==> src/pkg/csie_pkg.sv <==
// constants shared by the clock-system interrupt-enable register bank
package csie_pkg;

    localparam int unsigned CSIE_ADDR_W = 12;
    localparam int unsigned CSIE_DATA_W = 32;
    localparam int unsigned CSIE_STRB_W = CSIE_DATA_W / 8;
    localparam int unsigned CSIE_WORD_LSB = 2;

    // register byte offsets
    localparam logic [CSIE_ADDR_W-1:0] CSIE_OFF_IE_CLEAR   = 12'h000;
    localparam logic [CSIE_ADDR_W-1:0] CSIE_OFF_IE_SET     = 12'h004;
    localparam logic [CSIE_ADDR_W-1:0] CSIE_OFF_EVT_STATUS = 12'h008;
    localparam logic [CSIE_ADDR_W-1:0] CSIE_OFF_EVT_MASK   = 12'h00c;
    localparam logic [CSIE_ADDR_W-1:0] CSIE_OFF_IRQ_FLAG   = 12'h010;
    localparam logic [CSIE_ADDR_W-1:0] CSIE_OFF_IRQ_REQ    = 12'h014;

    // enable bit positions, same in set and clear views
    localparam int unsigned CSIE_BIT_PLL_LOCK_TIMEOUT   = 17;
    localparam int unsigned CSIE_BIT_PLL_LOCK_FALL      = 16;
    localparam int unsigned CSIE_BIT_PLL_LOCK_RISE      = 15;
    localparam int unsigned CSIE_BIT_BROWNOUT_SYNC_RDY  = 11;
    localparam int unsigned CSIE_BIT_BROWNOUT_DETECT    = 10;
    localparam int unsigned CSIE_BIT_BROWNOUT_READY     = 9;
    localparam int unsigned CSIE_BIT_FLL_REF_CLK_STOP   = 8;
    localparam int unsigned CSIE_BIT_FLL_LOCK_COARSE    = 7;
    localparam int unsigned CSIE_BIT_FLL_LOCK_FINE      = 6;
    localparam int unsigned CSIE_BIT_FLL_OUT_OF_BOUNDS  = 5;
    localparam int unsigned CSIE_BIT_FLL_READY          = 4;
    localparam int unsigned CSIE_BIT_INT_8M_OSC_READY   = 3;
    localparam int unsigned CSIE_BIT_INT_32K_OSC_READY  = 2;
    localparam int unsigned CSIE_BIT_EXT_32K_OSC_READY  = 1;
    localparam int unsigned CSIE_BIT_EXT_XTAL_OSC_READY = 0;

    localparam logic [CSIE_DATA_W-1:0] CSIE_ONE = 32'h0000_0001;

    // implemented enable positions; all others are reserved
    localparam logic [CSIE_DATA_W-1:0] CSIE_IE_VALID =
        (CSIE_ONE << CSIE_BIT_PLL_LOCK_TIMEOUT)  | (CSIE_ONE << CSIE_BIT_PLL_LOCK_FALL)     |
        (CSIE_ONE << CSIE_BIT_PLL_LOCK_RISE)     | (CSIE_ONE << CSIE_BIT_BROWNOUT_SYNC_RDY) |
        (CSIE_ONE << CSIE_BIT_BROWNOUT_DETECT)   | (CSIE_ONE << CSIE_BIT_BROWNOUT_READY)    |
        (CSIE_ONE << CSIE_BIT_FLL_REF_CLK_STOP)  | (CSIE_ONE << CSIE_BIT_FLL_LOCK_COARSE)   |
        (CSIE_ONE << CSIE_BIT_FLL_LOCK_FINE)     | (CSIE_ONE << CSIE_BIT_FLL_OUT_OF_BOUNDS) |
        (CSIE_ONE << CSIE_BIT_FLL_READY)         | (CSIE_ONE << CSIE_BIT_INT_8M_OSC_READY)  |
        (CSIE_ONE << CSIE_BIT_INT_32K_OSC_READY) | (CSIE_ONE << CSIE_BIT_EXT_32K_OSC_READY) |
        (CSIE_ONE << CSIE_BIT_EXT_XTAL_OSC_READY);

    localparam logic [CSIE_DATA_W-1:0] CSIE_RST_ENABLE = 32'h0000_0000;
    localparam logic [CSIE_DATA_W-1:0] CSIE_RST_STATUS = 32'h0000_0000;
    localparam logic [CSIE_DATA_W-1:0] CSIE_RST_MASK   = 32'h0000_0000;
    localparam logic [CSIE_DATA_W-1:0] CSIE_ZERO       = 32'h0000_0000;

    localparam logic [1:0] CSIE_RESP_OKAY   = 2'h0;
    localparam logic [1:0] CSIE_RESP_SLVERR = 2'h2;

endpackage

==> src/hdl/csie_axil_slave.sv <==
// axi4-lite slave front end: handshakes, one write and one read in flight
`timescale 1ns/1ps
module csie_axil_slave (
    input  wire logic                                clk,
    input  wire logic                                reset_n,
    input  wire logic [csie_pkg::CSIE_ADDR_W-1:0]    s_axi_awaddr,
    input  wire logic                                s_axi_awvalid,
    output logic                                     s_axi_awready,
    input  wire logic [csie_pkg::CSIE_DATA_W-1:0]    s_axi_wdata,
    input  wire logic [csie_pkg::CSIE_STRB_W-1:0]    s_axi_wstrb,
    input  wire logic                                s_axi_wvalid,
    output logic                                     s_axi_wready,
    output logic [1:0]                               s_axi_bresp,
    output logic                                     s_axi_bvalid,
    input  wire logic                                s_axi_bready,
    input  wire logic [csie_pkg::CSIE_ADDR_W-1:0]    s_axi_araddr,
    input  wire logic                                s_axi_arvalid,
    output logic                                     s_axi_arready,
    output logic [csie_pkg::CSIE_DATA_W-1:0]         s_axi_rdata,
    output logic [1:0]                               s_axi_rresp,
    output logic                                     s_axi_rvalid,
    input  wire logic                                s_axi_rready,
    output logic                                     wr_fire,
    output logic [csie_pkg::CSIE_ADDR_W-1:0]         wr_addr,
    output logic [csie_pkg::CSIE_DATA_W-1:0]         wr_data,
    output logic [csie_pkg::CSIE_STRB_W-1:0]         wr_strb,
    input  wire logic                                wr_err,
    output logic                                     rd_fire,
    output logic [csie_pkg::CSIE_ADDR_W-1:0]         rd_addr,
    input  wire logic [csie_pkg::CSIE_DATA_W-1:0]    rd_data,
    input  wire logic                                rd_err
);
    import csie_pkg::*;

    logic                   aw_have_ff, nxt_aw_have;
    logic                   w_have_ff,  nxt_w_have;
    logic [CSIE_ADDR_W-1:0] awaddr_ff,  nxt_awaddr;
    logic [CSIE_DATA_W-1:0] wdata_ff,   nxt_wdata;
    logic [CSIE_STRB_W-1:0] wstrb_ff,   nxt_wstrb;
    logic                   awready_ff, nxt_awready;
    logic                   wready_ff,  nxt_wready;
    logic                   bvalid_ff,  nxt_bvalid;
    logic [1:0]             bresp_ff,   nxt_bresp;
    logic                   arready_ff, nxt_arready;
    logic                   rvalid_ff,  nxt_rvalid;
    logic [CSIE_DATA_W-1:0] rdata_ff,   nxt_rdata;
    logic [1:0]             rresp_ff,   nxt_rresp;
    logic                   aw_hs, w_hs;

    assign s_axi_awready = awready_ff;
    assign s_axi_wready  = wready_ff;
    assign s_axi_bvalid  = bvalid_ff;
    assign s_axi_bresp   = bresp_ff;
    assign s_axi_arready = arready_ff;
    assign s_axi_rvalid  = rvalid_ff;
    assign s_axi_rdata   = rdata_ff;
    assign s_axi_rresp   = rresp_ff;

    // write path: address and data may arrive in either order
    always_comb begin
        aw_hs       = s_axi_awvalid & awready_ff;
        w_hs        = s_axi_wvalid & wready_ff;
        nxt_awaddr  = aw_hs ? s_axi_awaddr : awaddr_ff;
        nxt_wdata   = w_hs ? s_axi_wdata : wdata_ff;
        nxt_wstrb   = w_hs ? s_axi_wstrb : wstrb_ff;
        nxt_aw_have = aw_have_ff | aw_hs;
        nxt_w_have  = w_have_ff | w_hs;
        nxt_bvalid  = bvalid_ff & ~s_axi_bready;
        nxt_bresp   = bresp_ff;
        wr_fire     = nxt_aw_have & nxt_w_have & ~bvalid_ff;
        wr_addr     = nxt_awaddr;
        wr_data     = nxt_wdata;
        wr_strb     = nxt_wstrb;
        if (wr_fire) begin
            nxt_aw_have = 1'b0;
            nxt_w_have  = 1'b0;
            nxt_bvalid  = 1'b1;
            nxt_bresp   = wr_err ? CSIE_RESP_SLVERR : CSIE_RESP_OKAY;
        end
        // hold off new items until the response has gone
        nxt_awready = ~nxt_aw_have & ~nxt_bvalid;
        nxt_wready  = ~nxt_w_have & ~nxt_bvalid;
    end

    always_ff @(posedge clk) begin
        if (!reset_n) begin
            aw_have_ff <= 1'b0;
            w_have_ff  <= 1'b0;
            awaddr_ff  <= '0;
            wdata_ff   <= CSIE_ZERO;
            wstrb_ff   <= '0;
            awready_ff <= 1'b0;
            wready_ff  <= 1'b0;
            bvalid_ff  <= 1'b0;
            bresp_ff   <= CSIE_RESP_OKAY;
        end else begin
            aw_have_ff <= nxt_aw_have;
            w_have_ff  <= nxt_w_have;
            awaddr_ff  <= nxt_awaddr;
            wdata_ff   <= nxt_wdata;
            wstrb_ff   <= nxt_wstrb;
            awready_ff <= nxt_awready;
            wready_ff  <= nxt_wready;
            bvalid_ff  <= nxt_bvalid;
            bresp_ff   <= nxt_bresp;
        end
    end

    // read path: data is captured at the address handshake
    always_comb begin
        rd_fire     = s_axi_arvalid & arready_ff;
        rd_addr     = s_axi_araddr;
        nxt_rvalid  = rvalid_ff & ~s_axi_rready;
        nxt_rdata   = rdata_ff;
        nxt_rresp   = rresp_ff;
        if (rd_fire) begin
            nxt_rvalid = 1'b1;
            nxt_rdata  = rd_data;
            nxt_rresp  = rd_err ? CSIE_RESP_SLVERR : CSIE_RESP_OKAY;
        end
        nxt_arready = ~nxt_rvalid;
    end

    always_ff @(posedge clk) begin
        if (!reset_n) begin
            arready_ff <= 1'b0;
            rvalid_ff  <= 1'b0;
            rdata_ff   <= CSIE_ZERO;
            rresp_ff   <= CSIE_RESP_OKAY;
        end else begin
            arready_ff <= nxt_arready;
            rvalid_ff  <= nxt_rvalid;
            rdata_ff   <= nxt_rdata;
            rresp_ff   <= nxt_rresp;
        end
    end

endmodule

==> src/hdl/csie_core.sv <==
// clock-system interrupt-enable bank with set/clear views and event interrupt
`timescale 1ns/1ps
// Function
// writing zero to any enable bit, set or clear view, changes nothing
// writing one to a clear-view bit drops that interrupt enable
// writing one to a set-view bit raises that interrupt enable
// request asserted only while enable is one and flag is set; irq_req is registered and follows them one cycle late
// set view at 0x04, resets to zero, writes blocked under write protection
// bits 17, 16, 15: pll lock timeout, lock fall, lock rise
// bits 6, 5, 4: fll lock fine, out of bounds, ready
// bits 3..0: 8m osc, int 32k osc, ext 32k osc, crystal ready
// bits 11..7: brownout sync ready, detect, ready, fll ref stop, coarse lock
// clear view also clears bits 17 through 0, same layout as set view
// both views share one enable vector; reserved bits read zero
module csie_core (
    input  wire logic                                clk,
    input  wire logic                                reset_n,
    input  wire logic [csie_pkg::CSIE_ADDR_W-1:0]    s_axi_awaddr,
    input  wire logic                                s_axi_awvalid,
    output logic                                     s_axi_awready,
    input  wire logic [csie_pkg::CSIE_DATA_W-1:0]    s_axi_wdata,
    input  wire logic [csie_pkg::CSIE_STRB_W-1:0]    s_axi_wstrb,
    input  wire logic                                s_axi_wvalid,
    output logic                                     s_axi_wready,
    output logic [1:0]                               s_axi_bresp,
    output logic                                     s_axi_bvalid,
    input  wire logic                                s_axi_bready,
    input  wire logic [csie_pkg::CSIE_ADDR_W-1:0]    s_axi_araddr,
    input  wire logic                                s_axi_arvalid,
    output logic                                     s_axi_arready,
    output logic [csie_pkg::CSIE_DATA_W-1:0]         s_axi_rdata,
    output logic [1:0]                               s_axi_rresp,
    output logic                                     s_axi_rvalid,
    input  wire logic                                s_axi_rready,
    input  wire logic [csie_pkg::CSIE_DATA_W-1:0]    irq_flag,
    input  wire logic                                wp_active,
    output logic [csie_pkg::CSIE_DATA_W-1:0]         irq_req,
    output logic                                     irq
);
    import csie_pkg::*;

    // bus-side strobes from the front end
    logic                   wr_fire;
    logic [CSIE_ADDR_W-1:0] wr_addr;
    logic [CSIE_DATA_W-1:0] wr_data;
    logic [CSIE_STRB_W-1:0] wr_strb;
    logic                   wr_err;
    logic                   rd_fire;
    logic [CSIE_ADDR_W-1:0] rd_addr;
    logic [CSIE_DATA_W-1:0] rd_data;
    logic                   rd_err;

    // register state
    logic [CSIE_DATA_W-1:0] enable_ff,  nxt_enable;
    logic [CSIE_DATA_W-1:0] req_ff,     nxt_req;
    logic [CSIE_DATA_W-1:0] status_ff,  nxt_status;
    logic [CSIE_DATA_W-1:0] mask_ff,    nxt_mask;
    logic                   irq_ff,     nxt_irq;

    // decoded write intent
    logic                   wr_ie_clear;
    logic                   wr_ie_set;
    logic                   wr_mask;
    logic [CSIE_DATA_W-1:0] wr_bits;
    logic                   rd_status;
    logic [CSIE_DATA_W-1:0] req_rise;

    // word compare ignoring the byte-within-word bits
    function automatic logic csie_hit(
        input logic [CSIE_ADDR_W-1:0] addr,
        input logic [CSIE_ADDR_W-1:0] offset
    );
        csie_hit = (addr[CSIE_ADDR_W-1:CSIE_WORD_LSB] == offset[CSIE_ADDR_W-1:CSIE_WORD_LSB]);
    endfunction

    // byte enables widened to a bit mask
    function automatic logic [CSIE_DATA_W-1:0] csie_lanes(
        input logic [CSIE_STRB_W-1:0] strb
    );
        logic [CSIE_DATA_W-1:0] m;
        m = CSIE_ZERO;
        for (int i = 0; i < CSIE_STRB_W; i++) begin
            m[i*8 +: 8] = {8{strb[i]}};
        end
        csie_lanes = m;
    endfunction

    // only implemented enable positions ever take a value
    function automatic logic [CSIE_DATA_W-1:0] csie_valid(
        input logic [CSIE_DATA_W-1:0] v
    );
        csie_valid = v & CSIE_IE_VALID;
    endfunction

    csie_axil_slave u_slave (
        .clk           (clk),
        .reset_n       (reset_n),
        .s_axi_awaddr  (s_axi_awaddr),
        .s_axi_awvalid (s_axi_awvalid),
        .s_axi_awready (s_axi_awready),
        .s_axi_wdata   (s_axi_wdata),
        .s_axi_wstrb   (s_axi_wstrb),
        .s_axi_wvalid  (s_axi_wvalid),
        .s_axi_wready  (s_axi_wready),
        .s_axi_bresp   (s_axi_bresp),
        .s_axi_bvalid  (s_axi_bvalid),
        .s_axi_bready  (s_axi_bready),
        .s_axi_araddr  (s_axi_araddr),
        .s_axi_arvalid (s_axi_arvalid),
        .s_axi_arready (s_axi_arready),
        .s_axi_rdata   (s_axi_rdata),
        .s_axi_rresp   (s_axi_rresp),
        .s_axi_rvalid  (s_axi_rvalid),
        .s_axi_rready  (s_axi_rready),
        .wr_fire       (wr_fire),
        .wr_addr       (wr_addr),
        .wr_data       (wr_data),
        .wr_strb       (wr_strb),
        .wr_err        (wr_err),
        .rd_fire       (rd_fire),
        .rd_addr       (rd_addr),
        .rd_data       (rd_data),
        .rd_err        (rd_err)
    );

    // write decode
    always_comb begin
        wr_bits     = csie_valid(wr_data & csie_lanes(wr_strb));
        wr_ie_clear = 1'b0;
        wr_ie_set   = 1'b0;
        wr_mask     = 1'b0;
        wr_err      = 1'b0;
        if (wr_fire) begin
            if (csie_hit(wr_addr, CSIE_OFF_IE_CLEAR)) begin
                // protected writes are refused so software can see them fail
                wr_ie_clear = ~wp_active;
                wr_err      = wp_active;
            end else if (csie_hit(wr_addr, CSIE_OFF_IE_SET)) begin
                wr_ie_set = ~wp_active;
                wr_err    = wp_active;
            end else if (csie_hit(wr_addr, CSIE_OFF_EVT_MASK)) begin
                wr_mask = 1'b1;
            end else if (csie_hit(wr_addr, CSIE_OFF_EVT_STATUS) ||
                         csie_hit(wr_addr, CSIE_OFF_IRQ_FLAG) ||
                         csie_hit(wr_addr, CSIE_OFF_IRQ_REQ)) begin
                wr_err = 1'b0;  // read-only views ignore writes, answer okay
            end else begin
                wr_err = 1'b1;
            end
        end
    end

    // read decode; both enable views return the one shared vector
    always_comb begin
        rd_data   = CSIE_ZERO;
        rd_err    = 1'b0;
        rd_status = 1'b0;
        if (csie_hit(rd_addr, CSIE_OFF_IE_CLEAR) || csie_hit(rd_addr, CSIE_OFF_IE_SET)) begin
            rd_data = enable_ff;
        end else if (csie_hit(rd_addr, CSIE_OFF_EVT_STATUS)) begin
            rd_data   = status_ff;
            rd_status = rd_fire;
        end else if (csie_hit(rd_addr, CSIE_OFF_EVT_MASK)) begin
            rd_data = mask_ff;
        end else if (csie_hit(rd_addr, CSIE_OFF_IRQ_FLAG)) begin
            rd_data = csie_valid(irq_flag);
        end else if (csie_hit(rd_addr, CSIE_OFF_IRQ_REQ)) begin
            rd_data = req_ff;
        end else begin
            rd_err = 1'b1;
        end
    end

    // shared enable vector; zero bits in either view leave it alone
    always_comb begin
        nxt_enable = enable_ff;
        if (wr_ie_clear) begin
            nxt_enable = enable_ff & ~wr_bits;
        end
        if (wr_ie_set) begin
            nxt_enable = enable_ff | wr_bits;
        end
        nxt_enable = csie_valid(nxt_enable);
    end

    always_ff @(posedge clk) begin
        if (!reset_n) begin
            enable_ff <= CSIE_RST_ENABLE;
        end else begin
            enable_ff <= nxt_enable;
        end
    end

    // per-source request from flag and enable
    always_comb begin
        nxt_req  = csie_valid(irq_flag) & enable_ff;
        req_rise = nxt_req & ~req_ff;
    end

    always_ff @(posedge clk) begin
        if (!reset_n) begin
            req_ff <= CSIE_ZERO;
        end else begin
            req_ff <= nxt_req;
        end
    end

    // sticky event status; a new request edge beats a clearing read
    always_comb begin
        nxt_status = status_ff;
        if (rd_status) begin
            nxt_status = CSIE_ZERO;
        end
        nxt_status = nxt_status | req_rise;
        nxt_mask   = mask_ff;
        if (wr_mask) begin
            nxt_mask = csie_valid((mask_ff & ~csie_lanes(wr_strb)) | (wr_data & csie_lanes(wr_strb)));
        end
        nxt_irq = |(nxt_status & nxt_mask);
    end

    always_ff @(posedge clk) begin
        if (!reset_n) begin
            status_ff <= CSIE_RST_STATUS;
            mask_ff   <= CSIE_RST_MASK;
            irq_ff    <= 1'b0;
        end else begin
            status_ff <= nxt_status;
            mask_ff   <= nxt_mask;
            irq_ff    <= nxt_irq;
        end
    end

    assign irq_req = req_ff;
    assign irq     = irq_ff;

endmodule

==> config.mk <==
export PLATFORM = sky130hd
export DESIGN_NAME = csie_core
export DESIGN_NICKNAME = d
export VERILOG_FILES = /design/src/pkg/csie_pkg.sv /design/src/hdl/csie_axil_slave.sv /design/src/hdl/csie_core.sv
export SDC_FILE = /design/constraint.sdc
export NUM_CORES = 1
export LEC_CHECK = 0
export ABC_CLOCK_PERIOD_IN_PS = 3520
export BUFFER_PORTS_ARGS = -buffer_cell sky130_fd_sc_hd__buf_2
export CAP_MARGIN = 20
export CORE_MARGIN = 5
export CORE_UTILIZATION = 35
export DETAILED_ROUTE_END_ITERATION = 6
export PLACE_DENSITY_LB_ADDON = 0.2
export REMOVE_ABC_BUFFERS = 1
export SYNTH_ARGS = -nofsm -noshare
export SYNTH_HDL_FRONTEND = slang
export SYNTH_SLANG_ARGS = --single-unit
==> constraint.sdc <==
create_clock -name clk -period 3.52 [get_ports clk]
set_input_delay 0.704 -clock clk [delete_from_list [all_inputs] [get_ports clk]]
set_output_delay 0.704 -clock clk [all_outputs]
set_load 0.01 [all_outputs]
==> results.toml <==
[timing]
max_slew_margin_pct = 57.08
fmax_mhz = 360.9
period_share_pct = 78.73
setup_viol = 0
worst_slack_ns = 0.7488
fin_setup_tns_ns = 0
worstMarginPinSlew_ns = 0.6438
min_period_ns = 2.771
hold_viol = 0
clock_skew_ns = 0.01162
finalMaxSlewViolations = 0
rsz0062_at_grt = "false"
hold_ws_ns = 0.4519

[power]
leakage_nw = 3.442
power_mw = 3.922
power_density_nw_per_um2 = 481.4
ir_drop_mv = 0.3268

[final_layout]
fillers = 2000
finish.utilization_pct = 42.28
area_growth_pct = 20.01
seqCellArea_um2 = 3283
drive_gt1_share_pct = 23.85
fin_area_um2 = 8148
layout.nets = 959
final_cells = 1138
multi_input_area_um2 = 3191

[yosys]
postSynthAreaPerCell_um2 = 8.992
synth.largest_area_cell = "dfxtp_1"
ys_top_cells_by_count = "164 x dfxtp_1, 128 x nor2_1, 56 x nand2_1, 49 x a21oi_1, 40 x mux2i_1"
ys_seq_area_share_pct = 48.36
synthTopCellsByArea = "dfxtp_1 48%, nor2_1 7.1%, mux2i_1 5.9%, mux2_2 4.6%, a21oi_1 3.6%"
synthCells = 755
synthFlopType = "dfxtp_1"
synth_top_area_share_pct = 48.36
async_flop_share_pct = 0
synth_seq_cells = 164
synth_area_um2 = 6789
synth.most_common_cell = "dfxtp_1"
synth_cell_type_count = 59
synth_edf_count = 0
yosysWarnings = 0

[critical_path]
reg2reg_from = "u_slave.s_axi_awready$_SDFF_PN0_"
cp_num_cells = 7
cp_slowest_stage_delay_ns = 0.55
path_cells = "and2_4, mux2i_1, or4b_1, or3_1, nor2_1, mux2i_1, nor2_1"
start_kind = "flip-flop"
reg2reg_depth = 7
worst-path-buf-inv = 0
end_kind = "flip-flop"
crit_slowest_cell = "or4b_1"
crit_type = "flip-flop to flip-flop"
critPathLaunch = "u_slave.s_axi_awready$_SDFF_PN0_"
worst_ep_required_time_ns = 3.81
regToRegSetupSlack_ns = 0.75
critPathArrivalTime_ns = 3.06
cp_top_family = "simple AND/OR/NAND/NOR gates"
critPathMaxFanout = 11

[drt]
wire_per_inst_um = 16.58
drcViolationCount = 0
via_per_inst = 5.010
route.vias.total = 5701
detail-route-antenna-nets = 0
routed_wl_um = 18870
first_iter_violations = 374
dr.pass1.iters = 6

[global_routing]
grt_pass1_vias = 5563
grt_max_degree = 101
overflow = 0
grt_pass1_wl_um = 29710
track_usage_pct = 16.89
antenna_found_initial = 1

[floorplanning]
rows = 51
fp.dieH_um = 149.3
die-area_um2 = 22280
ioPinCount = 174
coreArea_um2 = 19270
start_util_pct = 35.23
die_w_um = 149.3

[clocking]
holdBufCountCts = 0
cts_root_buffer = "clkbuf_16"
htreeDepth = 4
clkSinkCount = 164
cts_buffers = 17
insertion_delay_ns = 0.42
cts_setup_buffers = 0
cts_resized = 0
clk_path_buf_depth = 2
clk_pin_slew_ns = 0.06
cts_tree = "yes"

[status]
outcome = "finished clean"

[placement]
preCtsSetupSlack_ns = 0.4329
gp_congestion = 0.7517
port-buffer-count = 115
placed_area_um2 = 7601
dpl.cell_count = 1105
dp_hpwl_um = 12770

[min_path]
hold_start = "u_slave.s_axi_rdata[14]$_SDFFE_PN0P_"
worstHoldPathType = "flip-flop to flip-flop"
whs_path_depth = 2

[run]
max_cap_viol_count = 0
[state kept, by name, summed over array words and instances (netlist names), named ones only]
| register | cells |
|---|---|
| irq | 1 |
| irq_req | 15 |
| mask_ff | 32 |
| status_ff | 32 |
| u_slave.aw_have_ff | 1 |
| u_slave.awaddr_ff | 10 |
| u_slave.s_axi_arready | 1 |
| u_slave.s_axi_awready | 1 |
| u_slave.s_axi_bresp | 1 |
| u_slave.s_axi_bvalid | 1 |
| u_slave.s_axi_rdata | 32 |
| u_slave.s_axi_rresp | 1 |
| u_slave.s_axi_rvalid | 1 |
| u_slave.s_axi_wready | 1 |
| u_slave.w_have_ff | 1 |
| u_slave.wdata_ff | 15 |
| u_slave.wstrb_ff | 3 |
[where the power goes]
group / leakage (nW) / total [mW] / switching (mW) / internal [mW]
clock network: 0.262 / 1.71 / 0.783 / 0.931
logic: 1.85 / 0.295 / 0.189 / 0.107
registers: 1.33 / 1.91 / 0.0218 / 1.89
total: 3.44 / 3.92 / 0.993 / 2.93
[cells by family (layout without fill, tap and decap cells)]
group                  after synthesis  after routing  synth area share [%]
DFF                                164            164                 48.36
and+or+nand+nor                    282            282                 19.41
buffers and inverters               84            183                 5.861
AOI/OAI and AO/OA                  156            156                 15.78
muxes                               68             68                 10.54
other                                1             20               0.05524
[tightest hold or removal path, cell delays in order (launching register included)]
cell and delay [ns]:
dfxtp_1 0.31, nand2_1 0.05, a21oi_1 0.05
[placed cells by master (no fill, tap or decap), drive strengths merged, types with 3 or more instances in the layout]
cell type | synthesis | routed
dfxtp | 164 | 164
buf | 32 | 134
nor2 | 128 | 128
nand2 | 57 | 57
a21oi | 49 | 49
mux2i | 40 | 40
and3 | 38 | 38
mux2 | 28 | 28
nand3 | 22 | 22
inv | 17 | 20
conb | 1 | 19
o21ai | 19 | 19
clkbuf | 35 | 19
a22oi | 16 | 16
a31oi | 11 | 11
a211oi | 11 | 11
a221oi | 10 | 10
and2 | 9 | 9
o22ai | 8 | 8
nor3 | 8 | 8
clkinv | 0 | 7
a222oi | 6 | 6
o2bb2ai | 4 | 4
a21boi | 4 | 4
nor3b | 4 | 4
clkinvlp | 0 | 3
nor4 | 3 | 3
a2111oi | 3 | 3
[worst min-delay path by stage]
stage / to / slack, ns
global placement: u_slave.awaddr_ff[10]$_SDFF_PN0_ / 0.44
global route: u_slave.s_axi_rdata[13]$_SDFFE_PN0P_ / 0.46
floorplan: u_slave.awaddr_ff[10]$_SDFF_PN0_ / 0.43
CTS: u_slave.s_axi_rdata[14]$_SDFFE_PN0P_ / 0.45
detailed placement: u_slave.s_axi_rdata[18]$_SDFFE_PN0P_ / 0.44
finish: u_slave.s_axi_rdata[14]$_SDFFE_PN0P_ / 0.45
[area by class of cell]
type	instances	area share, %
timing repair buffer	134	8.968
multi-input combinational	525	39.16
clock buffer	19	5.436
inverter	17	0.7985
tap	265	4.069
clock inverter	13	1.244
sequential	164	40.29
antenna	1	0.03071
[layer usage]
| layer | vias to the layer above | global-route usage, % | share of wire (%) |
|---|---|---|---|
| met5 | - | 0 | 0 |
| met3 | 21 | 3.616 | 5.6 |
| met4 | 0 | 4.165 | 1.2 |
| met2 | 142 | 26.82 | 45 |
| met1 | 2693 | 23.52 | 48 |
| li1 | 2845 | - | - |
(Power assumes the default switching activity.)
